[src/rstc_pkg.sv]
// Radio state transition controller: constants, types and decode functions.
// Assumes a 100 MHz core clock and a 32-bit classic Wishbone register bus.
package rstc_pkg;

   // ==========================================================
   // Clock and rate scaling
   localparam int unsigned CLK_HZ        = 32'h05F5_E100;
   localparam real         CLK_MHZ       = 100.0;
   localparam int unsigned BITS_PER_BYTE = 32'h0000_0008;
   localparam int unsigned RATE_UNIT_BPS = 32'h0000_0064;
   localparam int unsigned BYTE_NUM      = BITS_PER_BYTE * CLK_HZ / RATE_UNIT_BPS;
   localparam int unsigned RAMP_NUM      = CLK_HZ / (2 * RATE_UNIT_BPS);
   localparam logic [3:0]  RAMP_BASE     = 4'h9;

   // ==========================================================
   // Register indices, byte address is four times the index
   localparam logic [9:0] IDX_CTRL      = 10'h000;
   localparam logic [9:0] IDX_CMD       = 10'h001;
   localparam logic [9:0] IDX_STATE     = 10'h002;
   localparam logic [9:0] IDX_IRQ_STAT  = 10'h003;
   localparam logic [9:0] IDX_IRQ_MASK  = 10'h004;
   localparam logic [9:0] IDX_RATE_LOW  = 10'h10C;
   localparam logic [9:0] IDX_RATE_HIGH = 10'h10D;
   localparam logic [9:0] IDX_AMP_RAMP  = 10'h114;

   // Control fields
   localparam int unsigned CTRL_PKT  = 0;
   localparam int unsigned CTRL_FAST = 1;
   localparam int unsigned CTRL_AUTO = 2;

   // Interrupt status fields
   localparam int unsigned IRQ_DONE   = 0;
   localparam int unsigned IRQ_REFUSE = 1;

   // Reset values
   localparam logic [2:0] RST_CTRL      = 3'h0;
   localparam logic [7:0] RST_RATE_LOW  = 8'h60;
   localparam logic [7:0] RST_RATE_HIGH = 8'h00;
   localparam logic [7:0] RST_AMP_RAMP  = 8'h00;
   localparam logic [1:0] RST_IRQ_MASK  = 2'h0;

   // ==========================================================
   // Types
   typedef enum logic [1:0] {
      cmd_none        = 2'h0,
      cmd_go_idle_on  = 2'h1,
      cmd_go_transmit = 2'h2,
      cmd_go_receive  = 2'h3
   } rstc_cmd_e;

   typedef enum logic [3:0] {
      state_idle_on   = 4'b0001,
      state_transmit  = 4'b0010,
      state_receive   = 4'b0100,
      state_switching = 4'b1000
   } rstc_radio_e;

   typedef enum logic [4:0] {
      amp_off   = 5'b00001,
      amp_delay = 5'b00010,
      amp_up    = 5'b00100,
      amp_full  = 5'b01000,
      amp_down  = 5'b10000
   } rstc_amp_e;

   typedef enum logic [1:0] {
      phase_search   = 2'h0,
      phase_preamble = 2'h1,
      phase_sync     = 2'h2,
      phase_data     = 2'h3
   } rstc_phase_e;

   typedef enum logic [4:0] {
      tr_tx_on, tr_rxs_on, tr_rxq_on, tr_rxd_on,
      tr_on_tx, tr_rxs_tx, tr_rxq_tx, tr_rxd_tx, tr_tx_tx,
      tr_on_rx, tr_tx_rx, tr_rxs_rx, tr_rxq_rx, tr_rxd_rx,
      tr_eof_on, tr_eof_rx, tr_rxeof_on, tr_stay
   } rstc_tr_e;

   localparam int unsigned NT = 18;
   typedef real         rstc_us_t  [NT];
   typedef int unsigned rstc_cyc_t [NT];

   // ==========================================================
   // Transition times, microseconds, in the order of rstc_tr_e
   localparam rstc_us_t T_NORM_US = '{51.0, 54.0, 50.5, 56.0, 306.0, 325.0, 320.0, 326.0,
      315.0, 327.0, 345.0, 342.0, 339.5, 346.0, 25.0, 322.0, 46.0, 0.0};
   localparam rstc_us_t T_FAST_US = '{22.0, 28.0, 23.0, 26.0, 237.0, 250.0, 245.0, 249.0,
      243.0, 241.0, 250.0, 249.5, 249.0, 252.0, 5.0, 232.0, 10.0, 0.0};
   localparam real T_AMP_DELAY_US = 3.4;
   localparam int unsigned AMP_DELAY_CYC = int'(T_AMP_DELAY_US * CLK_MHZ);

   function automatic rstc_cyc_t to_cyc(input rstc_us_t us);
      rstc_cyc_t c;
      for (int i = 0; i < NT; i++) begin
         c[i] = int'(us[i] * CLK_MHZ);
      end
      return c;
   endfunction

   localparam rstc_cyc_t CYC_NORM_DEF = to_cyc(T_NORM_US);
   localparam rstc_cyc_t CYC_FAST_DEF = to_cyc(T_FAST_US);

   // ==========================================================
   // Decode functions
   function automatic rstc_tr_e cmd_index(input rstc_radio_e st, input rstc_cmd_e cmd,
                                          input rstc_phase_e ph);
      logic s;
      logic q;
      logic t;
      s = (ph == phase_search);
      q = (ph == phase_preamble) || (ph == phase_sync);
      t = (st == state_transmit);
      if (cmd == cmd_go_idle_on && st == state_receive) begin
         return s ? tr_rxs_on : (q ? tr_rxq_on : tr_rxd_on);
      end
      if (cmd == cmd_go_transmit && st == state_receive) begin
         return s ? tr_rxs_tx : (q ? tr_rxq_tx : tr_rxd_tx);
      end
      if (cmd == cmd_go_receive && st == state_receive) begin
         return s ? tr_rxs_rx : (q ? tr_rxq_rx : tr_rxd_rx);
      end
      if (cmd == cmd_go_idle_on) begin
         return t ? tr_tx_on : tr_stay;
      end
      if (cmd == cmd_go_transmit) begin
         return t ? tr_tx_tx : tr_on_tx;
      end
      return t ? tr_tx_rx : tr_on_rx;
   endfunction

   function automatic rstc_radio_e target_of(input rstc_cmd_e cmd);
      return (cmd == cmd_go_transmit) ? state_transmit :
             (cmd == cmd_go_receive) ? state_receive : state_idle_on;
   endfunction

   function automatic logic needs_byte(input rstc_tr_e tr);
      return tr inside {tr_rxs_on, tr_rxs_tx, tr_rxs_rx, tr_eof_on, tr_eof_rx};
   endfunction

   function automatic logic needs_ramp(input rstc_tr_e tr);
      return tr inside {tr_tx_on, tr_tx_tx, tr_tx_rx, tr_eof_on, tr_eof_rx};
   endfunction

endpackage

[src/rstc_ctrl.sv]
// Radio state transition controller with Wishbone register slave.
// Assumes rx phase and end-of-frame inputs come from logic on mclk_i.
//
// Implementation choice: register access over Wishbone.
`timescale 1ns/1ns

module rstc_ctrl
   import rstc_pkg::*;
#(
   parameter rstc_cyc_t CYC_NORM = CYC_NORM_DEF,
   parameter rstc_cyc_t CYC_FAST = CYC_FAST_DEF
) (
   input  wire logic        mclk_i,
   input  wire logic        reset_n_i,
   input  wire logic        wb_cyc_i,
   input  wire logic        wb_stb_i,
   input  wire logic        wb_we_i,
   input  wire logic [11:0] wb_adr_i,
   input  wire logic [3:0]  wb_sel_i,
   input  wire logic [31:0] wb_dat_i,
   output logic      [31:0] wb_dat_o,
   output logic             wb_ack_o,
   input  wire logic        tx_eof_i,
   input  wire logic        rx_eof_i,
   input  wire logic [1:0]  rx_phase_i,
   output logic             irq_o,
   output logic      [3:0]  radio_state_o,
   output logic             amp_ramp_up_o,
   output logic             amp_full_o,
   output logic             amp_ramp_down_o
);

   // ==========================================================
   // State
   logic        ack_q;
   logic [31:0] dat_q;
   logic [2:0]  ctrl_q;
   logic [7:0]  rate_lo_q;
   logic [7:0]  rate_hi_q;
   logic [7:0]  ramp_q;
   logic [1:0]  mask_q;
   logic [1:0]  stat_q;
   logic        irq_q;
   rstc_radio_e radio_q;
   rstc_radio_e radio_d;
   rstc_radio_e tgt_q;
   logic [23:0] cnt_q;
   rstc_amp_e   amp_q;
   rstc_amp_e   amp_d;
   logic [23:0] amp_cnt_q;
   logic [23:0] amp_cnt_d;

   // ==========================================================
   // Bus decode
   wire         wb_req    = wb_cyc_i & wb_stb_i & ~ack_q;
   wire         wb_wr     = wb_req & wb_we_i & wb_sel_i[0];
   wire [9:0]   reg_idx   = wb_adr_i[11:2];
   wire         hit_ctrl  = (reg_idx == IDX_CTRL);
   wire         hit_cmd   = (reg_idx == IDX_CMD);
   wire         hit_state = (reg_idx == IDX_STATE);
   wire         hit_stat  = (reg_idx == IDX_IRQ_STAT);
   wire         hit_mask  = (reg_idx == IDX_IRQ_MASK);
   wire         hit_rlo   = (reg_idx == IDX_RATE_LOW);
   wire         hit_rhi   = (reg_idx == IDX_RATE_HIGH);
   wire         hit_ramp  = (reg_idx == IDX_AMP_RAMP);
   wire [31:0]  rd_data   =
      hit_ctrl  ? {29'h0, ctrl_q} :
      hit_state ? {23'h0, amp_q, radio_q} :
      hit_stat  ? {30'h0, stat_q} :
      hit_mask  ? {30'h0, mask_q} :
      hit_rlo   ? {24'h0, rate_lo_q} :
      hit_rhi   ? {24'h0, rate_hi_q} :
      hit_ramp  ? {24'h0, ramp_q} : 32'h0;

   // ==========================================================
   // Command and event selection
   wire         pkt_mode  = ctrl_q[CTRL_PKT];
   wire         fast_mode = ctrl_q[CTRL_FAST];
   wire         auto_tx_then_rx = ctrl_q[CTRL_AUTO];
   rstc_cmd_e   cmd_code;
   rstc_phase_e rx_phase;
   assign cmd_code = rstc_cmd_e'(wb_dat_i[1:0]);
   assign rx_phase = rstc_phase_e'(rx_phase_i);
   wire         busy      = (radio_q == state_switching);
   wire         cmd_wr    = wb_wr & hit_cmd & (cmd_code != cmd_none);
   wire         cmd_take  = cmd_wr & ~busy;
   wire         cmd_refuse = cmd_wr & busy;
   wire         tx_end    = tx_eof_i & pkt_mode & (radio_q == state_transmit) & ~cmd_wr;
   wire         rx_end    = rx_eof_i & pkt_mode & (radio_q == state_receive) & ~cmd_wr;
   wire         start     = cmd_take | tx_end | rx_end;

   rstc_tr_e    tr_idx;
   rstc_radio_e tgt_d;
   assign tr_idx = cmd_take ? cmd_index(radio_q, cmd_code, rx_phase) :
                   tx_end ? (auto_tx_then_rx ? tr_eof_rx : tr_eof_on) :
                   tr_rxeof_on;
   assign tgt_d  = cmd_take ? target_of(cmd_code) :
                   (tx_end & auto_tx_then_rx) ? state_receive : state_idle_on;

   // ==========================================================
   // Transition time
   wire [15:0]  rate      = {rate_hi_q, rate_lo_q};
   wire [15:0]  rate_nz   = (rate == 16'h0) ? 16'h0001 : rate;
   wire [2:0]   ramp_set  = ramp_q[2:0];
   wire [23:0]  byte_cyc  = 24'(BYTE_NUM / rate_nz);
   wire [23:0]  ramp_cyc  = 24'(((RAMP_BASE - ramp_set) * RAMP_NUM) / rate_nz);
   wire [23:0]  base_cyc  = 24'(fast_mode ? CYC_FAST[tr_idx] : CYC_NORM[tr_idx]);
   wire [23:0]  total_cyc = base_cyc
                          + (needs_byte(tr_idx) ? byte_cyc : 24'h0)
                          + (needs_ramp(tr_idx) ? ramp_cyc : 24'h0);
   wire [23:0]  load_cyc  = (total_cyc == 24'h0) ? 24'h000001 : total_cyc;
   wire         done      = busy & (cnt_q == 24'h000001);

   // ==========================================================
   // Radio state machine
   always_comb begin
      radio_d = radio_q;
      unique case (radio_q)
         state_idle_on,
         state_transmit,
         state_receive: begin
            if (start) begin
               radio_d = state_switching;
            end
         end
         state_switching: begin
            if (done) begin
               radio_d = tgt_q;
            end
         end
      endcase
   end

   // ==========================================================
   // Amplifier sequencing
   wire leave_tx = start & (radio_q == state_transmit);
   wire enter_tx = done & (tgt_q == state_transmit);
   wire amp_end  = (amp_cnt_q == 24'h000001);

   always_comb begin
      amp_d     = amp_q;
      amp_cnt_d = (amp_cnt_q != 24'h0) ? amp_cnt_q - 24'h000001 : 24'h0;
      if (leave_tx) begin
         amp_d     = (amp_q == amp_up || amp_q == amp_full) ? amp_down : amp_off;
         amp_cnt_d = ramp_cyc;
      end else if (enter_tx) begin
         amp_d     = amp_delay;
         amp_cnt_d = 24'(AMP_DELAY_CYC);
      end else begin
         unique case (amp_q)
            amp_delay: begin
               if (amp_end) begin
                  amp_d     = amp_up;
                  amp_cnt_d = ramp_cyc;
               end
            end
            amp_up: begin
               if (amp_end) begin
                  amp_d = amp_full;
               end
            end
            amp_down: begin
               if (amp_end) begin
                  amp_d = amp_off;
               end
            end
            amp_off,
            amp_full: begin
            end
         endcase
      end
   end

   // ==========================================================
   // Interrupt status, set wins over clear
   wire [1:0] stat_set = {cmd_refuse, done};
   wire [1:0] stat_clr = (wb_wr & hit_stat) ? wb_dat_i[1:0] : 2'h0;
   wire [1:0] stat_d   = (stat_q & ~stat_clr) | stat_set;
   wire [1:0] mask_d   = (wb_wr & hit_mask) ? wb_dat_i[1:0] : mask_q;

   // ==========================================================
   // Registers
   always_ff @(posedge mclk_i or negedge reset_n_i) begin
      if (!reset_n_i) begin
         ack_q <= 1'b0;
         dat_q <= 32'h0;
      end else begin
         ack_q <= wb_req;
         if (wb_req) begin
            dat_q <= rd_data;
         end
      end
   end

   always_ff @(posedge mclk_i or negedge reset_n_i) begin
      if (!reset_n_i) begin
         ctrl_q    <= RST_CTRL;
         rate_lo_q <= RST_RATE_LOW;
         rate_hi_q <= RST_RATE_HIGH;
         ramp_q    <= RST_AMP_RAMP;
      end else if (wb_wr) begin
         if (hit_ctrl) begin
            ctrl_q <= wb_dat_i[2:0];
         end
         if (hit_rlo) begin
            rate_lo_q <= wb_dat_i[7:0];
         end
         if (hit_rhi) begin
            rate_hi_q <= wb_dat_i[7:0];
         end
         if (hit_ramp) begin
            ramp_q <= wb_dat_i[7:0];
         end
      end
   end

   always_ff @(posedge mclk_i or negedge reset_n_i) begin
      if (!reset_n_i) begin
         mask_q <= RST_IRQ_MASK;
         stat_q <= 2'h0;
         irq_q  <= 1'b0;
      end else begin
         mask_q <= mask_d;
         stat_q <= stat_d;
         irq_q  <= |(stat_d & mask_d);
      end
   end

   always_ff @(posedge mclk_i or negedge reset_n_i) begin
      if (!reset_n_i) begin
         radio_q <= state_idle_on;
         tgt_q   <= state_idle_on;
         cnt_q   <= 24'h0;
      end else begin
         radio_q <= radio_d;
         if (start) begin
            tgt_q <= tgt_d;
            cnt_q <= load_cyc;
         end else if (cnt_q != 24'h0) begin
            cnt_q <= cnt_q - 24'h000001;
         end
      end
   end

   always_ff @(posedge mclk_i or negedge reset_n_i) begin
      if (!reset_n_i) begin
         amp_q     <= amp_off;
         amp_cnt_q <= 24'h0;
      end else begin
         amp_q     <= amp_d;
         amp_cnt_q <= amp_cnt_d;
      end
   end

   // ==========================================================
   // Outputs
   assign wb_ack_o        = ack_q;
   assign wb_dat_o        = dat_q;
   assign irq_o           = irq_q;
   assign radio_state_o   = radio_q;
   assign amp_ramp_up_o   = amp_q[2];
   assign amp_full_o      = amp_q[3];
   assign amp_ramp_down_o = amp_q[4];

endmodule // rstc_ctrl

[config.mk]
export PLATFORM = sky130hd
export DESIGN_NAME = rstc_ctrl
export DESIGN_NICKNAME = d
export VERILOG_FILES = /design/src/rstc_pkg.sv /design/src/rstc_ctrl.sv
export SDC_FILE = /design/constraint.sdc
export NUM_CORES = 2
export LEC_CHECK = 0
export BUFFER_PORTS_ARGS = -buffer_cell sky130_fd_sc_hd__clkbuf_2
export CORE_MARGIN = 2
export CORE_UTILIZATION = 50
export DETAILED_ROUTE_END_ITERATION = 7
export MAX_ROUTING_LAYER = met4
export PLACE_DENSITY = 0.66
export SLEW_MARGIN = 20
export SYNTH_ARGS = -nofsm -noshare
export SYNTH_HDL_FRONTEND = slang
export SYNTH_SLANG_ARGS = --single-unit
[constraint.sdc]
create_clock -name mclk_i -period 301.6 [get_ports mclk_i]
set_input_delay 15.08 -clock mclk_i [delete_from_list [all_inputs] [get_ports mclk_i]]
set_output_delay 15.08 -clock mclk_i [all_outputs]
set_load 0.005 [all_outputs]
==> impl_metrics.yaml <==
detailed_routing:
  drc_errors: 0
  first_pass_iters: 7
  via_per_inst: 6.346
  detail_route.wl_per_cell_um: 19.31
  dr_total_vias: 64750
  ant_nets: 0
  wirelength_um: 197000
  first_iter_violations: 5224
floorplan:
  num_rows: 127
  core-area_sq_um: 119700
  die_w_um: 351.1
  start_util_pct: 50.33
  ios: 98
  die_h_um: 351.1
  die-area_sq_um: 123200
yosys:
  synth.avg_cell_area_sq_um: 6.938
  yosysUniqueCellTypes: 133
  ys_warn_count: 0
  synth_area_sq_um: 60220
  seq_area_frac_synth_pct: 4.249
  ys_ff_latch: 102
  ys_async_sr_fraction_pct: 100.0
  synth_ff_type: "dfrtp_1"
  synth_edf_count: 0
  syn-instance-count: 8680
timing:
  tightest_slew_ns: 1.170
  slew_violations: 0
  hold_slack_ns: 0.4725
  setup_viol: 0
  fin_crit_ns: 119.56
  min_period_over_period_pct: 39.64
  rsz0062_at_grt: "false"
  tns_ns: 0
  fin_skew_ns: 0.01522
  fmaxAchievable_mhz: 8.364
  slew_headroom_pct: 21.75
  hold_viol: 0
  setup_ws_ns: 182.04
cts:
  cts_resized: 0
  postCtsSetupBuffers: 0
  clk_pin_slew_ns: 0.09
  clk_latency_ns: 0.37
  cts_root_buf: "clkbuf_16"
  clock_path_buffers: 2
  cts_made_buffers: 9
  hold_buffers: 0
  cts_tree: "done"
  htreeDepth: 3
  numClockSinks: 102
place:
  io_buffers: 45
  dp_slack_ns: 184.57
  place_area_sq_um: 62280
  place_hpwl_um: 155300
  gp_congestion: 0.9995
global_routing:
  grt-ovfl-total: 0
  track_usage_pct: 31.72
  grt_max_degree: 74
  antenna_found_initial: 4
  grt_pass1_vias: 59930
  grt_pass1_wl_um: 314200
worst_setup_path:
  cp_data_required_time_ns: 301.82
  r2r-start: "ramp_q[1]"
  crit_path_frequent_cell: "a21oi_1"
  r2r_setup_slack_ns: 182.04
  crit_start: "ramp_q[1]"
  slowest_stage: "a2111oi_2"
  start_kind: "flop"
  crit_type: "flop to flop"
  critical_path_arrival_ns: 119.79
  cp_slowest_stage_delay_ns: 0.96
  cp-end-kind: "flop"
  path_max_fanout: 41
finish:
  seqCellArea_sq_um: 2559
  most-common-layout-cells: "nor2_1, a21oi_1, ha_1, nand2_1, o21ai_0"
  nFillCells: 12080
  areaGrowthSynthToFinish_pct: 3.977
  final_common_cell: "nor2_1"
  multiInputGateArea_sq_um: 55060
  drive_above_1_share_pct: 7.451
  final_area_sq_um: 62620
  final_net_count: 9496
hold_path:
  hold_class: "flop to flop"
  holdCritStartpoint: "wb_dat_o[8]"
run:
  max-cap-violations: 0
run_status:
  status: "finished, final reports clean"
==> cells in the mapped netlist (all sizes together) (17+ instances only) <==
| library cell | n | area (sq um) |
|---|---|---|
| nor2 | 913 | 3447 |
| a21oi | 843 | 4242 |
| ha | 832 | 10410 |
| nand2 | 664 | 2495 |
| o21ai | 540 | 2725 |
| xnor2 | 438 | 3866 |
| inv | 413 | 1550 |
| a21o | 367 | 2755 |
| nor3 | 275 | 1418 |
| o21a | 253 | 1899 |
| xor2 | 249 | 2188 |
| mux2 | 242 | 2725 |
| nand2b | 222 | 1389 |
| nand3 | 210 | 1056 |
| clkbuf | 193 | 727.0 |
| nand4 | 148 | 959.7 |
| o31ai | 143 | 1087 |
| nor2b | 118 | 738.2 |
| and2 | 114 | 713.2 |
| buf | 101 | 533.0 |
| dfrtp | 97 | 2427 |
| o21bai | 95 | 713.2 |
| nor4 | 91 | 648.1 |
| or2 | 76 | 475.5 |
| and3 | 75 | 470.5 |
| mux2i | 74 | 740.7 |
| or3 | 71 | 449.2 |
| a31oi | 63 | 400.4 |
| a211oi | 60 | 465.5 |
| o211ai | 60 | 455.4 |
| a21boi | 57 | 431.7 |
| or4 | 46 | 360.3 |
| o22ai | 38 | 244.0 |
| and4 | 32 | 285.3 |
| a2111oi | 31 | 347.8 |
| nor4b | 25 | 225.2 |
| nor3b | 23 | 172.7 |
| a211o | 22 | 192.7 |
| a41oi | 22 | 200.2 |
| fa | 22 | 440.4 |
| a31o | 19 | 166.4 |
| o2111ai | 19 | 172.7 |
| nand3b | 17 | 127.6 |
==> final timing paths <==
path                       cells past startpoint          end
hold reg to reg                                2  wb_dat_o[8]
setup reg to reg                             573     cnt_q[1]
hold / removal                                 2  wb_dat_o[8]
setup / recovery                             573     cnt_q[1]
max in group asynchronous                      2     cnt_q[9]
min in group asynchronous                      1     wb_ack_o
==> worst max-delay path: cells and delay by family (launching register included) <==
kind	cells	cell delay [ns]
compound gates	317	64.45
xor+xnor	9	1.93
fa+ha+maj	40	13.30
buf+inv	43	7.07
flops	1	0.33
mux	3	1.17
simple gates	161	30.80
==> logic make-up after synthesis <==
group	Yosys count	synth area share, %
fa+ha+maj	856	18.05
simple gates	3162	26.30
compound gates	2847	30.90
other cells	1	0.006227
buf+inv	709	4.679
mux	316	5.755
xor+xnor	687	10.05
flops	102	4.249
==> per-stage QoR <==
stage               utilization (%)  std cells
detailed placement            52.05      10190
global placement              52.04      10190
CTS                           52.32      10200
global route                  52.33      10200
finish                        52.33      10200
floorplan                         -       8708
==> flip-flops by register name, indices dropped and copies added (netlist names), 2 cells and up <==
signal / cells
amp_cnt_q: 24
amp_q: 5
cnt_q: 24
ctrl_q: 3
mask_q: 2
radio_state_o: 4
ramp_q: 8
rate_hi_q: 8
rate_lo_q: 8
stat_q: 2
tgt_q: 3
wb_dat_o: 9
==> per-layer routing <==
metal	routed length, um	track usage [%]
met5	0	-
met4	3852	5.702
met3	13210	2.834
met2	87010	50.99
met1	92900	43.44
==> final cells by class <==
cell class | instances | area share (%)
Antenna cell | 1 | 0.003996
Clock buffer | 9 | 0.3597
Timing Repair Buffer | 160 | 1.742
Inverter | 415 | 2.500
Clock inverter | 7 | 0.1579
Multi-Input combinational cell | 7897 | 87.93
Sequential cell | 102 | 4.086
Tap cell | 1612 | 3.221
Power is left out: the tool's default activity adds up to more than one toggle a clock period on the data nets, which glitch-free logic cannot reach.
